## src/pdi_pkg.sv

```systemverilog
// Shared constants and types for the I/O process and diagnostic interrupt unit
package pdi_pkg;

   // ==========================================================
   // Sizes
   localparam int PDI_CH = 4;
   localparam int PDI_CHW = 2;
   localparam int PDI_ALARM_PINS = 16;
   localparam int PDI_ALARM_BYTES = 2;
   localparam int PDI_FAULTS = 5;
   localparam int PDI_SRCS = PDI_CH + PDI_FAULTS;
   localparam int PDI_BYTE_W = 8;
   localparam int PDI_WORD_W = 32;
   localparam int PDI_GATED_CNT = 3;

   // ==========================================================
   // Handler-side local data offsets (base word, detail double word)
   localparam int PDI_LOC_BASE_OFS = 6;
   localparam int PDI_LOC_DETAIL_OFS = 8;

   // ==========================================================
   // Register map
   localparam logic [7:0] PDI_CTRL_ADDR = 8'h00;
   localparam logic [7:0] PDI_BASE_ADDR = 8'h04;
   localparam logic [7:0] PDI_STAT_ADDR = 8'h08;
   localparam logic [7:0] PDI_DIAG_REC_ADDR = 8'h7F;
   localparam int PDI_CTRL_MODE_LSB = 0;
   localparam int PDI_CTRL_IRQSEL_BIT = 2;
   localparam int PDI_CTRL_SWGATE_BIT = 3;
   localparam int PDI_DIAG_EN_BIT = 0;
   localparam int PDI_STAT_ACTIVE_LSB = 0;
   localparam int PDI_STAT_LOST_LSB = 12;
   localparam int PDI_STAT_DISP_LSB = 16;
   localparam int PDI_STAT_SUSP_BIT = 18;
   localparam int PDI_STAT_SFI_BIT = 19;
   localparam int PDI_STAT_PQ_LSB = 20;
   localparam int PDI_STAT_DQ_LSB = 24;

   // ==========================================================
   // Event byte fields
   localparam int PDI_BIT_GATE_OPEN = 0;
   localparam int PDI_BIT_GATE_CLOSE = 1;
   localparam int PDI_BIT_WRAP = 2;
   localparam int PDI_BIT_CMP = 3;
   localparam int PDI_BIT_LATCH = 4;
   localparam int PDI_BIT_FREQ_END = 0;

   // ==========================================================
   // Diagnostic record fields and fault inputs
   localparam int PDI_REC_MODULE_FAIL = 0;
   localparam int PDI_REC_INT_ERR = 1;
   localparam int PDI_REC_EXT_ERR = 2;
   localparam int PDI_REC_EXT_SUPPLY = 4;
   localparam int PDI_REC_CHAN_INFO = 12;
   localparam int PDI_REC_INT_SUPPLY = 20;
   localparam int PDI_REC_LOST = 30;
   localparam int PDI_FLT_OUT_SUPPLY = 0;
   localparam int PDI_FLT_BUS_SUPPLY = 1;
   localparam int PDI_FLT_IN_SUPPLY = 2;

   // ==========================================================
   // Types
   typedef enum logic [1:0] {
      PDI_MODE_ALARM = 2'h0,
      PDI_MODE_COUNT = 2'h1,
      PDI_MODE_FREQ = 2'h2
   } pdi_mode_t;

   typedef struct packed {
      logic [PDI_CH-1:0] wrap;
      logic [PDI_CH-1:0] cmp;
      logic gate_open;
      logic gate_close;
      logic latch;
   } pdi_cnt_ev_t;

   typedef struct packed {
      logic [15:0] base_addr;
      logic [PDI_WORD_W-1:0] detail;
   } pdi_proc_info_t;

   typedef struct packed {
      logic outgoing;
      logic [3:0] source;
      logic [PDI_WORD_W-1:0] record;
   } pdi_diag_info_t;

   typedef struct packed {
      logic outgoing;
      logic [3:0] source;
   } pdi_dq_entry_t;

endpackage : pdi_pkg

```

## src/pdi_irq_unit.sv

```systemverilog
// Process and diagnostic interrupt unit of the integrated I/O part
//
// Our own choices: the plain strobed port and the register offsets.
`timescale 1ns/1ps

// How it works
// RL1: Input edges, compare match and counter wrap raise process interrupts.
// RL2: Hardware gate open/close with software gate open raises a process interrupt.
// RL3: Lost interrupts, supply failures and shorts raise diagnostic interrupts.
// RL4: Channel interrupts only when interrupt selection enables diagnostics plus process.
// RL5: Process interrupt carries 16-bit base address and 32-bit event word.
// RL6: Alarm mode: bytes 8 and 9 flag input edges, bytes 10, 11 zero.
// RL7: Counters 0 to 2: bit 2 wrap, bit 3 compare, rest zero.
// RL8: Counter 3 byte: gate open, closed, wrap, compare, latch in bits 0-4.
// RL9: Frequency mode: bit 0 of each byte marks end of integration.
// RL10: Module diagnostic enable sits in configuration record 7Fh.
// RL11: Same-channel event during its process service raises a diagnostic.
// RL12: Incoming diagnostic preempts running process service.
// RL13: Events arriving during diagnostic handling are held.
// RL14: Held diagnostics go first in arrival order, then held process events.
// RL15: Process events of a channel in diagnostic state are discarded.
// RL16: When the causing process service completes, an outgoing diagnostic follows.
// RL17: Channel events between incoming and outgoing diagnostic are dropped.
// RL18: Fault indicator lit from first incoming to last outgoing handled.
// RL19: Every incoming and outgoing diagnostic pulses one log entry.
// RL20: Lost interrupt record sets bit 6 of byte 3.
// RL21: Queues hold one process and two diagnostics per source, in FIFO order.
// RL22: Handler acknowledges each service with a pulse to release the next.
module pdi_irq_unit #(
   parameter int DIAG_DEPTH = 32
) (
   input wire logic clk_in,
   input wire logic reset_n_in,
   input wire logic [7:0] bus_addr_in,
   input wire logic [31:0] bus_wdata_in,
   input wire logic bus_wr_in,
   input wire logic bus_rd_in,
   output logic [31:0] bus_rdata_out,
   input wire logic [pdi_pkg::PDI_ALARM_PINS-1:0] alarm_pins_in,
   input wire pdi_pkg::pdi_cnt_ev_t cnt_events_in,
   input wire logic [pdi_pkg::PDI_CH-1:0] freq_end_in,
   input wire logic [pdi_pkg::PDI_FAULTS-1:0] fault_pins_in,
   input wire logic proc_ack_in,
   input wire logic diag_ack_in,
   output logic proc_irq_out,
   output pdi_pkg::pdi_proc_info_t proc_info_out,
   output logic diag_irq_out,
   output pdi_pkg::pdi_diag_info_t diag_info_out,
   output logic diag_log_out,
   output logic system_fault_indicator_out
);
   import pdi_pkg::*;

   // ==========================================================
   // State
   localparam int DQW = $clog2(DIAG_DEPTH);

   typedef enum logic [1:0] {
      D_IDLE,
      D_PROC,
      D_DIAG
   } pdi_disp_t;

   typedef struct packed {
      logic [PDI_ALARM_PINS-1:0] pin_s1;
      logic [PDI_ALARM_PINS-1:0] pin_s2;
      logic [PDI_ALARM_PINS-1:0] pin_prev;
      logic [PDI_FAULTS-1:0] flt_s1;
      logic [PDI_FAULTS-1:0] flt_s2;
      logic [PDI_FAULTS-1:0] flt_prev;
      pdi_mode_t mode;
      logic irq_sel;
      logic software_count_gate;
      logic diag_en;
      logic [15:0] base;
      logic [PDI_CH-1:0][PDI_BYTE_W-1:0] pend;
      logic [PDI_CH-1:0] queued;
      logic [PDI_CH-1:0] lost;
      logic [PDI_SRCS-1:0] active;
      logic [PDI_CH-1:0][PDI_CHW-1:0] pq;
      logic [PDI_CHW:0] pq_rd;
      logic [PDI_CHW:0] pq_wr;
      pdi_dq_entry_t [DIAG_DEPTH-1:0] dq;
      logic [DQW:0] dq_rd;
      logic [DQW:0] dq_wr;
      pdi_disp_t disp;
      logic susp;
      logic [PDI_CHW-1:0] svc_ch;
      pdi_proc_info_t proc_info;
      pdi_diag_info_t diag_info;
      logic log;
      logic sfi;
      logic [31:0] rdata;
   } pdi_state_t;

   pdi_state_t r_reg;
   pdi_state_t r_next;

   // ==========================================================
   // Functions
   function automatic logic [PDI_BYTE_W-1:0] chan_bits(pdi_mode_t m, int c,
         logic [PDI_ALARM_PINS-1:0] e, pdi_cnt_ev_t k, logic [PDI_CH-1:0] f, logic swg);
      logic [PDI_BYTE_W-1:0] b;
      b = '0;
      unique case (m)
         PDI_MODE_ALARM: begin
            if (c < PDI_ALARM_BYTES) begin
               b = e[c*PDI_BYTE_W +: PDI_BYTE_W]; // [RL1] [RL6]
            end
         end
         PDI_MODE_COUNT: begin
            b[PDI_BIT_WRAP] = k.wrap[c]; // [RL1] [RL7]
            b[PDI_BIT_CMP] = k.cmp[c]; // [RL7]
            if (c == PDI_GATED_CNT) begin
               b[PDI_BIT_GATE_OPEN] = k.gate_open & swg; // [RL2] [RL8]
               b[PDI_BIT_GATE_CLOSE] = k.gate_close & swg; // [RL2] [RL8]
               b[PDI_BIT_LATCH] = k.latch; // [RL8]
            end
         end
         PDI_MODE_FREQ: b[PDI_BIT_FREQ_END] = f[c]; // [RL9]
         default: b = '0;
      endcase
      return b;
   endfunction : chan_bits

   // Byte for offset 8 lands in the top lane, as the handler reads words big-endian
   function automatic logic [PDI_WORD_W-1:0] place(logic [PDI_CHW-1:0] c,
         logic [PDI_BYTE_W-1:0] b);
      logic [PDI_WORD_W-1:0] d;
      d = '0;
      d[PDI_WORD_W - PDI_BYTE_W - int'(c)*PDI_BYTE_W +: PDI_BYTE_W] = b; // [RL5]
      return d;
   endfunction : place

   function automatic logic [PDI_WORD_W-1:0] record(pdi_dq_entry_t e);
      logic [PDI_WORD_W-1:0] d;
      d = '0;
      // Outgoing records report the error as gone
      if (!e.outgoing) begin
         d[PDI_REC_MODULE_FAIL] = 1'b1;
         if (int'(e.source) < PDI_CH) begin
            d[PDI_REC_CHAN_INFO] = 1'b1;
            d[PDI_REC_LOST] = 1'b1; // [RL20]
         end else begin
            d[PDI_REC_INT_ERR] = 1'b1;
            if (int'(e.source) == PDI_CH + PDI_FLT_BUS_SUPPLY) begin
               d[PDI_REC_EXT_ERR] = 1'b1;
               d[PDI_REC_EXT_SUPPLY] = 1'b1;
            end
            if (int'(e.source) == PDI_CH + PDI_FLT_OUT_SUPPLY ||
                  int'(e.source) == PDI_CH + PDI_FLT_IN_SUPPLY) begin
               d[PDI_REC_INT_SUPPLY] = 1'b1;
            end
         end
      end
      return d;
   endfunction : record

   // Full queue drops the entry; depth covers two entries per source
   function automatic pdi_state_t dq_push(pdi_state_t s, logic o, logic [3:0] src);
      if ((s.dq_wr - s.dq_rd) != (DQW+1)'(DIAG_DEPTH)) begin
         s.dq[s.dq_wr[DQW-1:0]] = '{outgoing: o, source: src}; // [RL21]
         s.dq_wr = s.dq_wr + 1'b1;
      end
      return s;
   endfunction : dq_push

   // ==========================================================
   // Next state
   always_comb begin
      logic [PDI_ALARM_PINS-1:0] edges;
      logic [PDI_FAULTS-1:0] f_rise;
      logic [PDI_FAULTS-1:0] f_fall;
      logic [PDI_BYTE_W-1:0] ev;
      logic in_proc;
      logic [PDI_CHW-1:0] ch;
      pdi_dq_entry_t e;
      logic [31:0] rd;
      edges = '0;
      f_rise = '0;
      f_fall = '0;
      ev = '0;
      in_proc = 1'b0;
      ch = '0;
      e = '0;
      rd = '0;
      r_next = r_reg;
      r_next.log = 1'b0;

      // Pins cross two flops before the edge detector sees them
      r_next.pin_s1 = alarm_pins_in;
      r_next.pin_s2 = r_reg.pin_s1;
      r_next.pin_prev = r_reg.pin_s2;
      r_next.flt_s1 = fault_pins_in;
      r_next.flt_s2 = r_reg.flt_s1;
      r_next.flt_prev = r_reg.flt_s2;
      edges = r_reg.pin_s2 ^ r_reg.pin_prev;
      f_rise = r_reg.flt_s2 & ~r_reg.flt_prev;
      f_fall = ~r_reg.flt_s2 & r_reg.flt_prev;

      // Register writes
      if (bus_wr_in) begin
         case (bus_addr_in)
            PDI_CTRL_ADDR: begin
               r_next.mode = pdi_mode_t'(bus_wdata_in[PDI_CTRL_MODE_LSB +: 2]);
               r_next.irq_sel = bus_wdata_in[PDI_CTRL_IRQSEL_BIT];
               r_next.software_count_gate = bus_wdata_in[PDI_CTRL_SWGATE_BIT];
            end
            PDI_BASE_ADDR: r_next.base = bus_wdata_in[15:0];
            PDI_DIAG_REC_ADDR: r_next.diag_en = bus_wdata_in[PDI_DIAG_EN_BIT]; // [RL10]
            default: ;
         endcase
      end

      // Register reads, data in the following cycle only
      if (bus_rd_in) begin
         case (bus_addr_in)
            PDI_CTRL_ADDR: begin
               rd[PDI_CTRL_MODE_LSB +: 2] = r_reg.mode;
               rd[PDI_CTRL_IRQSEL_BIT] = r_reg.irq_sel;
               rd[PDI_CTRL_SWGATE_BIT] = r_reg.software_count_gate;
            end
            PDI_BASE_ADDR: rd[15:0] = r_reg.base;
            PDI_DIAG_REC_ADDR: rd[PDI_DIAG_EN_BIT] = r_reg.diag_en;
            PDI_STAT_ADDR: begin
               rd[PDI_STAT_ACTIVE_LSB +: PDI_SRCS] = r_reg.active;
               rd[PDI_STAT_LOST_LSB +: PDI_CH] = r_reg.lost;
               rd[PDI_STAT_DISP_LSB +: 2] = r_reg.disp;
               rd[PDI_STAT_SUSP_BIT] = r_reg.susp;
               rd[PDI_STAT_SFI_BIT] = r_reg.sfi;
               rd[PDI_STAT_PQ_LSB +: PDI_CHW+1] = r_reg.pq_wr - r_reg.pq_rd;
               rd[PDI_STAT_DQ_LSB +: DQW+1] = r_reg.dq_wr - r_reg.dq_rd;
            end
            default: rd = '0;
         endcase
      end
      r_next.rdata = rd;

      // Handler done with a diagnostic; clears go first so a set in this cycle wins
      if (r_reg.disp == D_DIAG && diag_ack_in) begin // [RL22]
         if (r_reg.diag_info.outgoing) begin
            r_next.active[r_reg.diag_info.source] = 1'b0; // [RL18]
            if (int'(r_reg.diag_info.source) < PDI_CH) begin
               r_next.lost[r_reg.diag_info.source[PDI_CHW-1:0]] = 1'b0; // [RL17]
            end
         end
         r_next.disp = r_reg.susp ? D_PROC : D_IDLE;
         r_next.susp = 1'b0;
      end

      // Channel events
      in_proc = (r_reg.disp == D_PROC) || r_reg.susp;
      for (int c = 0; c < PDI_CH; c++) begin
         ev = chan_bits(r_reg.mode, c, edges, cnt_events_in, freq_end_in, r_reg.software_count_gate);
         if (r_reg.irq_sel && ev != '0 && !r_reg.lost[c]) begin // [RL4] [RL15] [RL17]
            if (in_proc && r_reg.svc_ch == PDI_CHW'(c)) begin
               if (r_reg.diag_en) begin
                  r_next.lost[c] = 1'b1; // [RL11]
                  r_next.active[c] = 1'b1; // [RL18]
                  r_next = dq_push(r_next, 1'b0, 4'(c)); // [RL3] [RL11]
               end
            end else begin
               // Repeats of a queued channel merge into its held byte
               r_next.pend[c] = r_next.pend[c] | ev; // [RL13]
               if (!r_next.queued[c]) begin
                  r_next.queued[c] = 1'b1;
                  r_next.pq[r_next.pq_wr[PDI_CHW-1:0]] = PDI_CHW'(c); // [RL21]
                  r_next.pq_wr = r_next.pq_wr + 1'b1;
               end
            end
         end
      end

      // Supply and short circuit faults
      for (int i = 0; i < PDI_FAULTS; i++) begin
         if (f_rise[i] && r_reg.diag_en) begin
            r_next.active[PDI_CH+i] = 1'b1; // [RL18]
            r_next = dq_push(r_next, 1'b0, 4'(PDI_CH + i)); // [RL3]
         end
         if (f_fall[i] && r_reg.active[PDI_CH+i]) begin
            r_next = dq_push(r_next, 1'b1, 4'(PDI_CH + i));
         end
      end

      // Acknowledges
      if (r_reg.disp == D_PROC && proc_ack_in) begin // [RL22]
         r_next.disp = D_IDLE;
         if (r_next.lost[r_reg.svc_ch]) begin
            r_next = dq_push(r_next, 1'b1, 4'(r_reg.svc_ch)); // [RL16]
         end
      end

      // Dispatch: diagnostics before process interrupts
      if (r_next.disp != D_DIAG && r_next.dq_wr != r_next.dq_rd) begin // [RL14]
         e = r_next.dq[r_next.dq_rd[DQW-1:0]];
         r_next.dq_rd = r_next.dq_rd + 1'b1;
         r_next.susp = (r_next.disp == D_PROC); // [RL12]
         r_next.disp = D_DIAG;
         r_next.diag_info = '{outgoing: e.outgoing, source: e.source, record: record(e)};
         r_next.log = 1'b1; // [RL19]
      end else if (r_next.disp == D_IDLE && r_next.pq_wr != r_next.pq_rd) begin // [RL14]
         ch = r_next.pq[r_next.pq_rd[PDI_CHW-1:0]];
         r_next.pq_rd = r_next.pq_rd + 1'b1;
         r_next.proc_info.base_addr = r_reg.base; // [RL5]
         r_next.proc_info.detail = place(ch, r_next.pend[ch]); // [RL5]
         r_next.pend[ch] = '0;
         r_next.queued[ch] = 1'b0;
         r_next.svc_ch = ch;
         r_next.disp = D_PROC;
      end

      r_next.sfi = |r_next.active; // [RL18]
   end

   // ==========================================================
   // Registers
   always_ff @(posedge clk_in or negedge reset_n_in) begin
      if (!reset_n_in) begin
         r_reg <= '0;
      end else begin
         r_reg <= r_next;
      end
   end

   // ==========================================================
   // Outputs
   // A preempted process service drops its request until the diagnostic is done
   assign proc_irq_out = (r_reg.disp == D_PROC); // [RL12]
   assign diag_irq_out = (r_reg.disp == D_DIAG);
   assign proc_info_out = r_reg.proc_info;
   assign diag_info_out = r_reg.diag_info;
   assign diag_log_out = r_reg.log;
   assign system_fault_indicator_out = r_reg.sfi;
   assign bus_rdata_out = r_reg.rdata;

endmodule : pdi_irq_unit

```

## config.mk

```make
export PLATFORM = sky130hd
export DESIGN_NAME = pdi_irq_unit
export DESIGN_NICKNAME = d
export VERILOG_FILES = /design/src/pdi_pkg.sv /design/src/pdi_irq_unit.sv
export SDC_FILE = /design/constraint.sdc
export NUM_CORES = 2
export LEC_CHECK = 0
export BUFFER_PORTS_ARGS = -buffer_cell sky130_fd_sc_hd__buf_2
export CORE_MARGIN = 2
export CORE_UTILIZATION = 35
export CTS_CLUSTER_DIAMETER = 120
export CTS_CLUSTER_SIZE = 40
export DETAILED_ROUTE_END_ITERATION = 16
export SYNTH_ARGS = -nofsm -noshare
export SYNTH_HDL_FRONTEND = slang
export SYNTH_SLANG_ARGS = --single-unit
```

## constraint.sdc

```tcl
create_clock -name clk_in -period 34.8 [get_ports clk_in]
set_input_delay 1.74 -clock clk_in [delete_from_list [all_inputs] [get_ports clk_in]]
set_output_delay 1.74 -clock clk_in [all_outputs]
set_load 0.02 [all_outputs]
```

Word level (Yosys, flattened, before mapping)
Cells that the tools add are included.
{"block": "word_totals", "inputBits": 82, "ff_bits": 443}
{"block": "op_classes", "n_bitwise": 70, "n_lt_le_gt_ge": 49, "eq_ne": 32, "add_sub_neg": 39, "muxes": 191, "reduce_logical": 63, "shifts": 2}
{"cell": "296-bit 2-to-1 mux", "n": 11}
{"cell": "160-bit 2-to-1 mux", "n": 15}
{"cell": "128-bit bitwise AND", "n": 4}
{"cell": "128-bit inverter", "n": 4}
{"cell": "96-bit bitwise AND", "n": 5}
{"cell": "96-bit inverter", "n": 5}
{"cell": "5-bit demux with 5-bit select", "n": 15}
{"cell": "359-bit 2-to-1 mux", "n": 1}
{"cell": "351-bit 2-to-1 mux", "n": 1}
{"cell": "343-bit 2-to-1 mux", "n": 1}
{"cell": "335-bit 2-to-1 mux", "n": 1}
{"cell": "323-bit 2-to-1 mux", "n": 1}
{"cell": "322-bit 2-to-1 mux", "n": 1}
{"cell": "321-bit 2-to-1 mux", "n": 1}
{"cell": "320-bit 2-to-1 mux", "n": 1}
{"cell": "64-bit bitwise OR", "n": 5}
{"cell": "319-bit 2-to-1 mux", "n": 1}
{"cell": "318-bit 2-to-1 mux", "n": 1}
{"cell": "317-bit 2-to-1 mux", "n": 1}
{"cell": "316-bit 2-to-1 mux", "n": 1}
{"cell": "315-bit 2-to-1 mux", "n": 1}
{"cell": "96-bit bitwise OR", "n": 3}
{"cell": "64-bit bitwise AND", "n": 3}
{"cell": "64-bit inverter", "n": 3}
{"cell": "other kinds (85)", "n": 360}

Longest topological paths before layout
{"block": "logic_depth", "word_depth": 138, "mapped_depth": 208}

Least setup slack after synthesis
Ideal clock, no wire load.
{"block": "synth_path", "path_type": "reg2reg", "startpoint": "reg r_reg[132] (netlist bit)", "endpoint": "reg r_reg, in the netlist proc_info_out[40]", "period_less_slack_ps": 38187, "t_required_ps": 34675, "setup_slack_ps": -3387, "stages_incl_launch_ff": 187, "arrival_ps": 38062, "cell_sequence": "dfrtp_1 > inv_1 > clkbuf_1 > clkbuf_1 > ha_1 > a21o_1 > a21oi_1 > xnor2_1 > nor3_2 > a21oi_1 > buf_2 > a21oi_1 > inv_1 > ha_1 > nand2_1 > o21ai_1 > mux2_1 > a221o_1 > [151 not listed] > nor2b_1 > o21ai_0 > nand2b_1 > and2_1 > o21a_1 > nor2_1 > xnor2_1 > xnor3_1 > and3_4 > o21a_4 > nor4b_2 > xor3_1 > a2111oi_4 > nand2_2 > or3_1 > buf_4 > buf_6 > mux2_4"}
{"block": "synth_via", "elab_chain_cells": 72, "elab_cells_between_ends": 86, "classes_between": "add/sub (29); eq/ne (16); mux (40); reduce/logical (1)"}
{"element": "start: declaration", "line_no": "pdi_irq_unit.sv:96", "source": "pdi_state_t r_reg;"}
{"element": "start signal: assignment", "line_no": "pdi_irq_unit.sv:321", "source": "r_reg <= r_next;"}
{"element": "6-bit subtractor", "line_no": "pdi_irq_unit.sv:161", "source": "if ((s.dq_wr - s.dq_rd) != (DQW+1)'(DIAG_DEPTH)) begin"}
{"element": "6-bit inequality test", "line_no": "pdi_irq_unit.sv:161"}
{"element": "6-bit 2-to-1 mux", "line_no": "pdi_irq_unit.sv:161"}
{"element": "320-bit 2-to-1 mux", "line_no": "pdi_irq_unit.sv:257", "source": "if (r_reg.diag_en) begin"}
{"element": "296-bit 2-to-1 mux", "line_no": "pdi_irq_unit.sv:256", "source": "if (in_proc && r_reg.svc_ch == PDI_CHW'(c)) begin"}
{"element": "335-bit 2-to-1 mux *", "line_no": "pdi_irq_unit.sv:255", "source": "if (r_reg.irq_sel && ev != '0 && !r_reg.lost[c]) begin"}
{"element": "6-bit subtractor", "line_no": "pdi_irq_unit.sv:161"}
{"element": "6-bit inequality test", "line_no": "pdi_irq_unit.sv:161"}
{"element": "[56 not listed]"}
{"element": "6-bit subtractor", "line_no": "pdi_irq_unit.sv:161"}
{"element": "6-bit inequality test", "line_no": "pdi_irq_unit.sv:161"}
{"element": "6-bit 2-to-1 mux", "line_no": "pdi_irq_unit.sv:161"}
{"element": "296-bit 2-to-1 mux", "line_no": "pdi_irq_unit.sv:288", "source": "if (r_next.lost[r_reg.svc_ch]) begin"}
{"element": "296-bit 2-to-1 mux *", "line_no": "pdi_irq_unit.sv:286", "source": "if (r_reg.disp == D_PROC && proc_ack_in) begin"}
{"element": "6-bit inequality test *", "line_no": "pdi_irq_unit.sv:294", "source": "if (r_next.disp != D_DIAG && r_next.dq_wr != r_next.dq_rd) begin"}
{"element": "1-bit logical AND *", "line_no": "pdi_irq_unit.sv:294"}
{"element": "50-bit 2-to-1 mux *", "line_no": "pdi_irq_unit.sv:294"}
Mark *: on every way between the ends. The rest lies on a longest branch, timed or not.

==> out/metrics.csv <==
metric,value,unit
status,completed,
htree depth,1,
Worst-Margin Slew,1340,ps
Global Route Usage Sum,36.7,%
Post-Syn Instances,4244,
Bufs on Longest Clock Path,3,
die area,99100,µm²
worst-case vdd ir drop,0.0942,mV
fin nets,5046,
vias per inst,6.10,
"commonest non-fill, non-tap cell in the layout",buf_4,
largest net degree at the start of global routing,151,
setup tns final,0,ps
Initial Util,35.1,%
final hold violations,0,
fin crit period,33480,ps
TritonCTS clock tree,done,
period utilisation layout,96.2,%
nature of the critical path startpoint,input pin,
sequential share of the synthesized area,30.6,%
Leak,18.6,nW
"Clk Latency, worst-skew pair",620,ps
cts bufs inserted,16,
drt first pass iters,7,
via count,37100,
hpwl dp,153000,µm
most frequent CP cell,buf_4,
Post-Layout Cell Count,6085,
clk slew on worst S/H paths,150,ps
CTS Root Buffer Type,clkbuf_16,
Yosys top cell area share,30.6,%
Synth Cell Area,33800,µm²
DIE WIDTH,315,µm
ys async rst share,100,%
core box area,96300,µm²
Hold Slack,353,ps
initial antenna violation count,8,
Crit. End Element,register,
"EDFF count, synth",0,
drc violations,0,
clock sink count,413,
YS warnings,0,
ANT nets after route,0,
"slowest stage delay, CP",560,ps
"Avg Cell Area, Syn",7.97,µm²
Worst EP required,35300,ps
largest cells by area after synthesis,"dfrtp_1 31%, ha_1 6.0%, nand2_1 5.8%",
Final Max Tran Viols,0,
first-pass GRT wire length,259000,µm
pwr dens,98.5,nW/µm²
FMAX,29.9,MHz
max_cap viols,0,
worst slew margin relative to its limit,10.2,%
Avg WL per Cell,31.2,µm
dpl cells,5997,
DR iter-0 viols,4987,
final WL,190000,µm
synthesis-stage register bit count,413,
area delta synth->final,23.2,%
clk_skew,63.9,ps
GRT overflow,0,
Die H,315,µm
crit path kind,in2reg,
Row Count,114,
Unique masters post-synth,123,
Hold Path Class,reg2reg,
max FFs per register,324,
Synth area leader,dfrtp_1,
# IOs,203,
Critical-path top delay cell,or4_4,
Final Core Density,43.3,%
PortBufs,158,
"Primary FF master, synth",dfrtp_1,
"commonest non-fill, non-tap cells in the layout","607 x buf_4, 510 x nand2_1, 476 x nor2_1, 411 x dfrtp_1, 254 x a21oi_1",
final setup vio count,0,
crit path DAT,33980,ps
share of cells above drive strength 1,25.1,%
Worst Path Max Fanout,6,
GP Congestion,1.10,
number of global-route vias before repair,33900,
[worst max-delay path, delay by kind of cell]
family | cells | cell delay, ps
adders and majority gates | 14 | 3150
and+or+nand+nor | 60 | 11460
xor gates and xnor gates | 20 | 3890
AOI/OAI and AO/OA | 52 | 8450
buffers and inverters | 29 | 3860
muxes | 6 | 1320
[area by class of cell]
type / instances / area [µm²]
Sequential cell: 413 / 10300
Inverter: 148 / 562
Multi-Input combinational cell: 3432 / 22900
Clock buffer: 17 / 414
Fill cell: 9795 / 54600
Tap cell: 1276 / 1600
Timing Repair Buffer: 789 / 5770
Antenna cell: 4 / 10.0
Clock inverter: 6 / 100
[final timing paths]
| path | start | to | slack (ps) | cells after the start |
|---|---|---|---|---|
| min | r_reg[437] | r_reg[421] | 350 | 0 |
| max in group asynchronous | reset_n_in | r_reg[124] | 31440 | 3 |
| max reg2reg | r_reg[124] | r_reg[340] | 1500 | 185 |
| max | cnt_events_in[7] | r_reg[340] | 1320 | 181 |
| min in group asynchronous | reset_n_in | r_reg[394] | 1060 | 1 |
| min reg2reg | r_reg[437] | r_reg[421] | 350 | 0 |
[stage by stage]
| step | total power, mW | cell area (µm²) | setup WS [ps] |
|---|---|---|---|
| 2_1_floorplan | 2.23 | 34500 | 18.0 |
| 3_3_place_gp | 3.49 | 39600 | -257 |
| 3_5_place_dp | 3.51 | 39600 | -530 |
| 4_1_cts | 3.79 | 40100 | 14.0 |
| 5_1_grt | 4.29 | 41700 | -318 |
| 6_report | 4.10 | 41700 | 1320 |
[layer usage]
metal	track usage (%)	up-vias	share of wire [%]
met3	9.68	386	11
li1	-	16300	-
met4	16.9	4	5.8
met2	53.8	2052	41
met1	50.3	18400	42
met5	0	-	0.013
[power breakdown]
part	switching (mW)	total [mW]	leakage, nW	internal (mW)
clock network	0.183	0.277	0.248	0.0933
logic	1.96	3.16	13.1	1.20
registers	0.0665	0.665	5.25	0.599
[cell families (layout without fill, tap and decap cells)]
| logic type | count (synthesis) | after routing | synth area share, % |
|---|---|---|---|
| fa+ha+maj | 164 | 164 | 6.11 |
| mux | 116 | 116 | 4.04 |
| simple gates | 1773 | 1777 | 25.3 |
| other cells | 1 | 32 | 0.0111 |
| flops | 413 | 413 | 30.6 |
| compound gates | 1191 | 1191 | 23.0 |
| buf+inv | 430 | 960 | 6.31 |
| xor+xnor | 156 | 156 | 4.66 |
[synthesized netlist by cell type (17+ instances only)]
cell / instances
a22oi_1: 19
mux2i_1: 37
nand4_1: 42
nand2b_1: 52
a22o_1: 23
nand3b_1: 18
mux2_2: 51
xor2_1: 41
nand2_1: 519
a21oi_1: 279
o21ai_1: 17
nor2b_1: 58
buf_2: 25
o211ai_1: 46
nand3_1: 154
inv_1: 122
nor4_1: 21
dfrtp_1: 413
o22ai_1: 56
a211oi_1: 49
clkbuf_1: 119
o21ai_0: 245
nor3b_1: 20
a21o_1: 41
inv_2: 19
xnor2_1: 99
o21a_1: 20
or2_2: 24
nor2_1: 486
buf_4: 123
or3_1: 33
nor3_1: 136
and2_1: 76
a31oi_1: 114
and3_1: 40
o31ai_1: 68
ha_1: 162
[timing repair]
| action | CTS | global route |
|---|---|---|
| pin swaps | 2 | 123 |
| hold buffers | 0 | 0 |
| gates resized for setup | 1 | 202 |
| gates cloned | 0 | 10 |
| buffers inserted | 2 | 49 |
| endpoints found under the setup margin | 60 | 275 |
(Power assumes the default switching activity.)
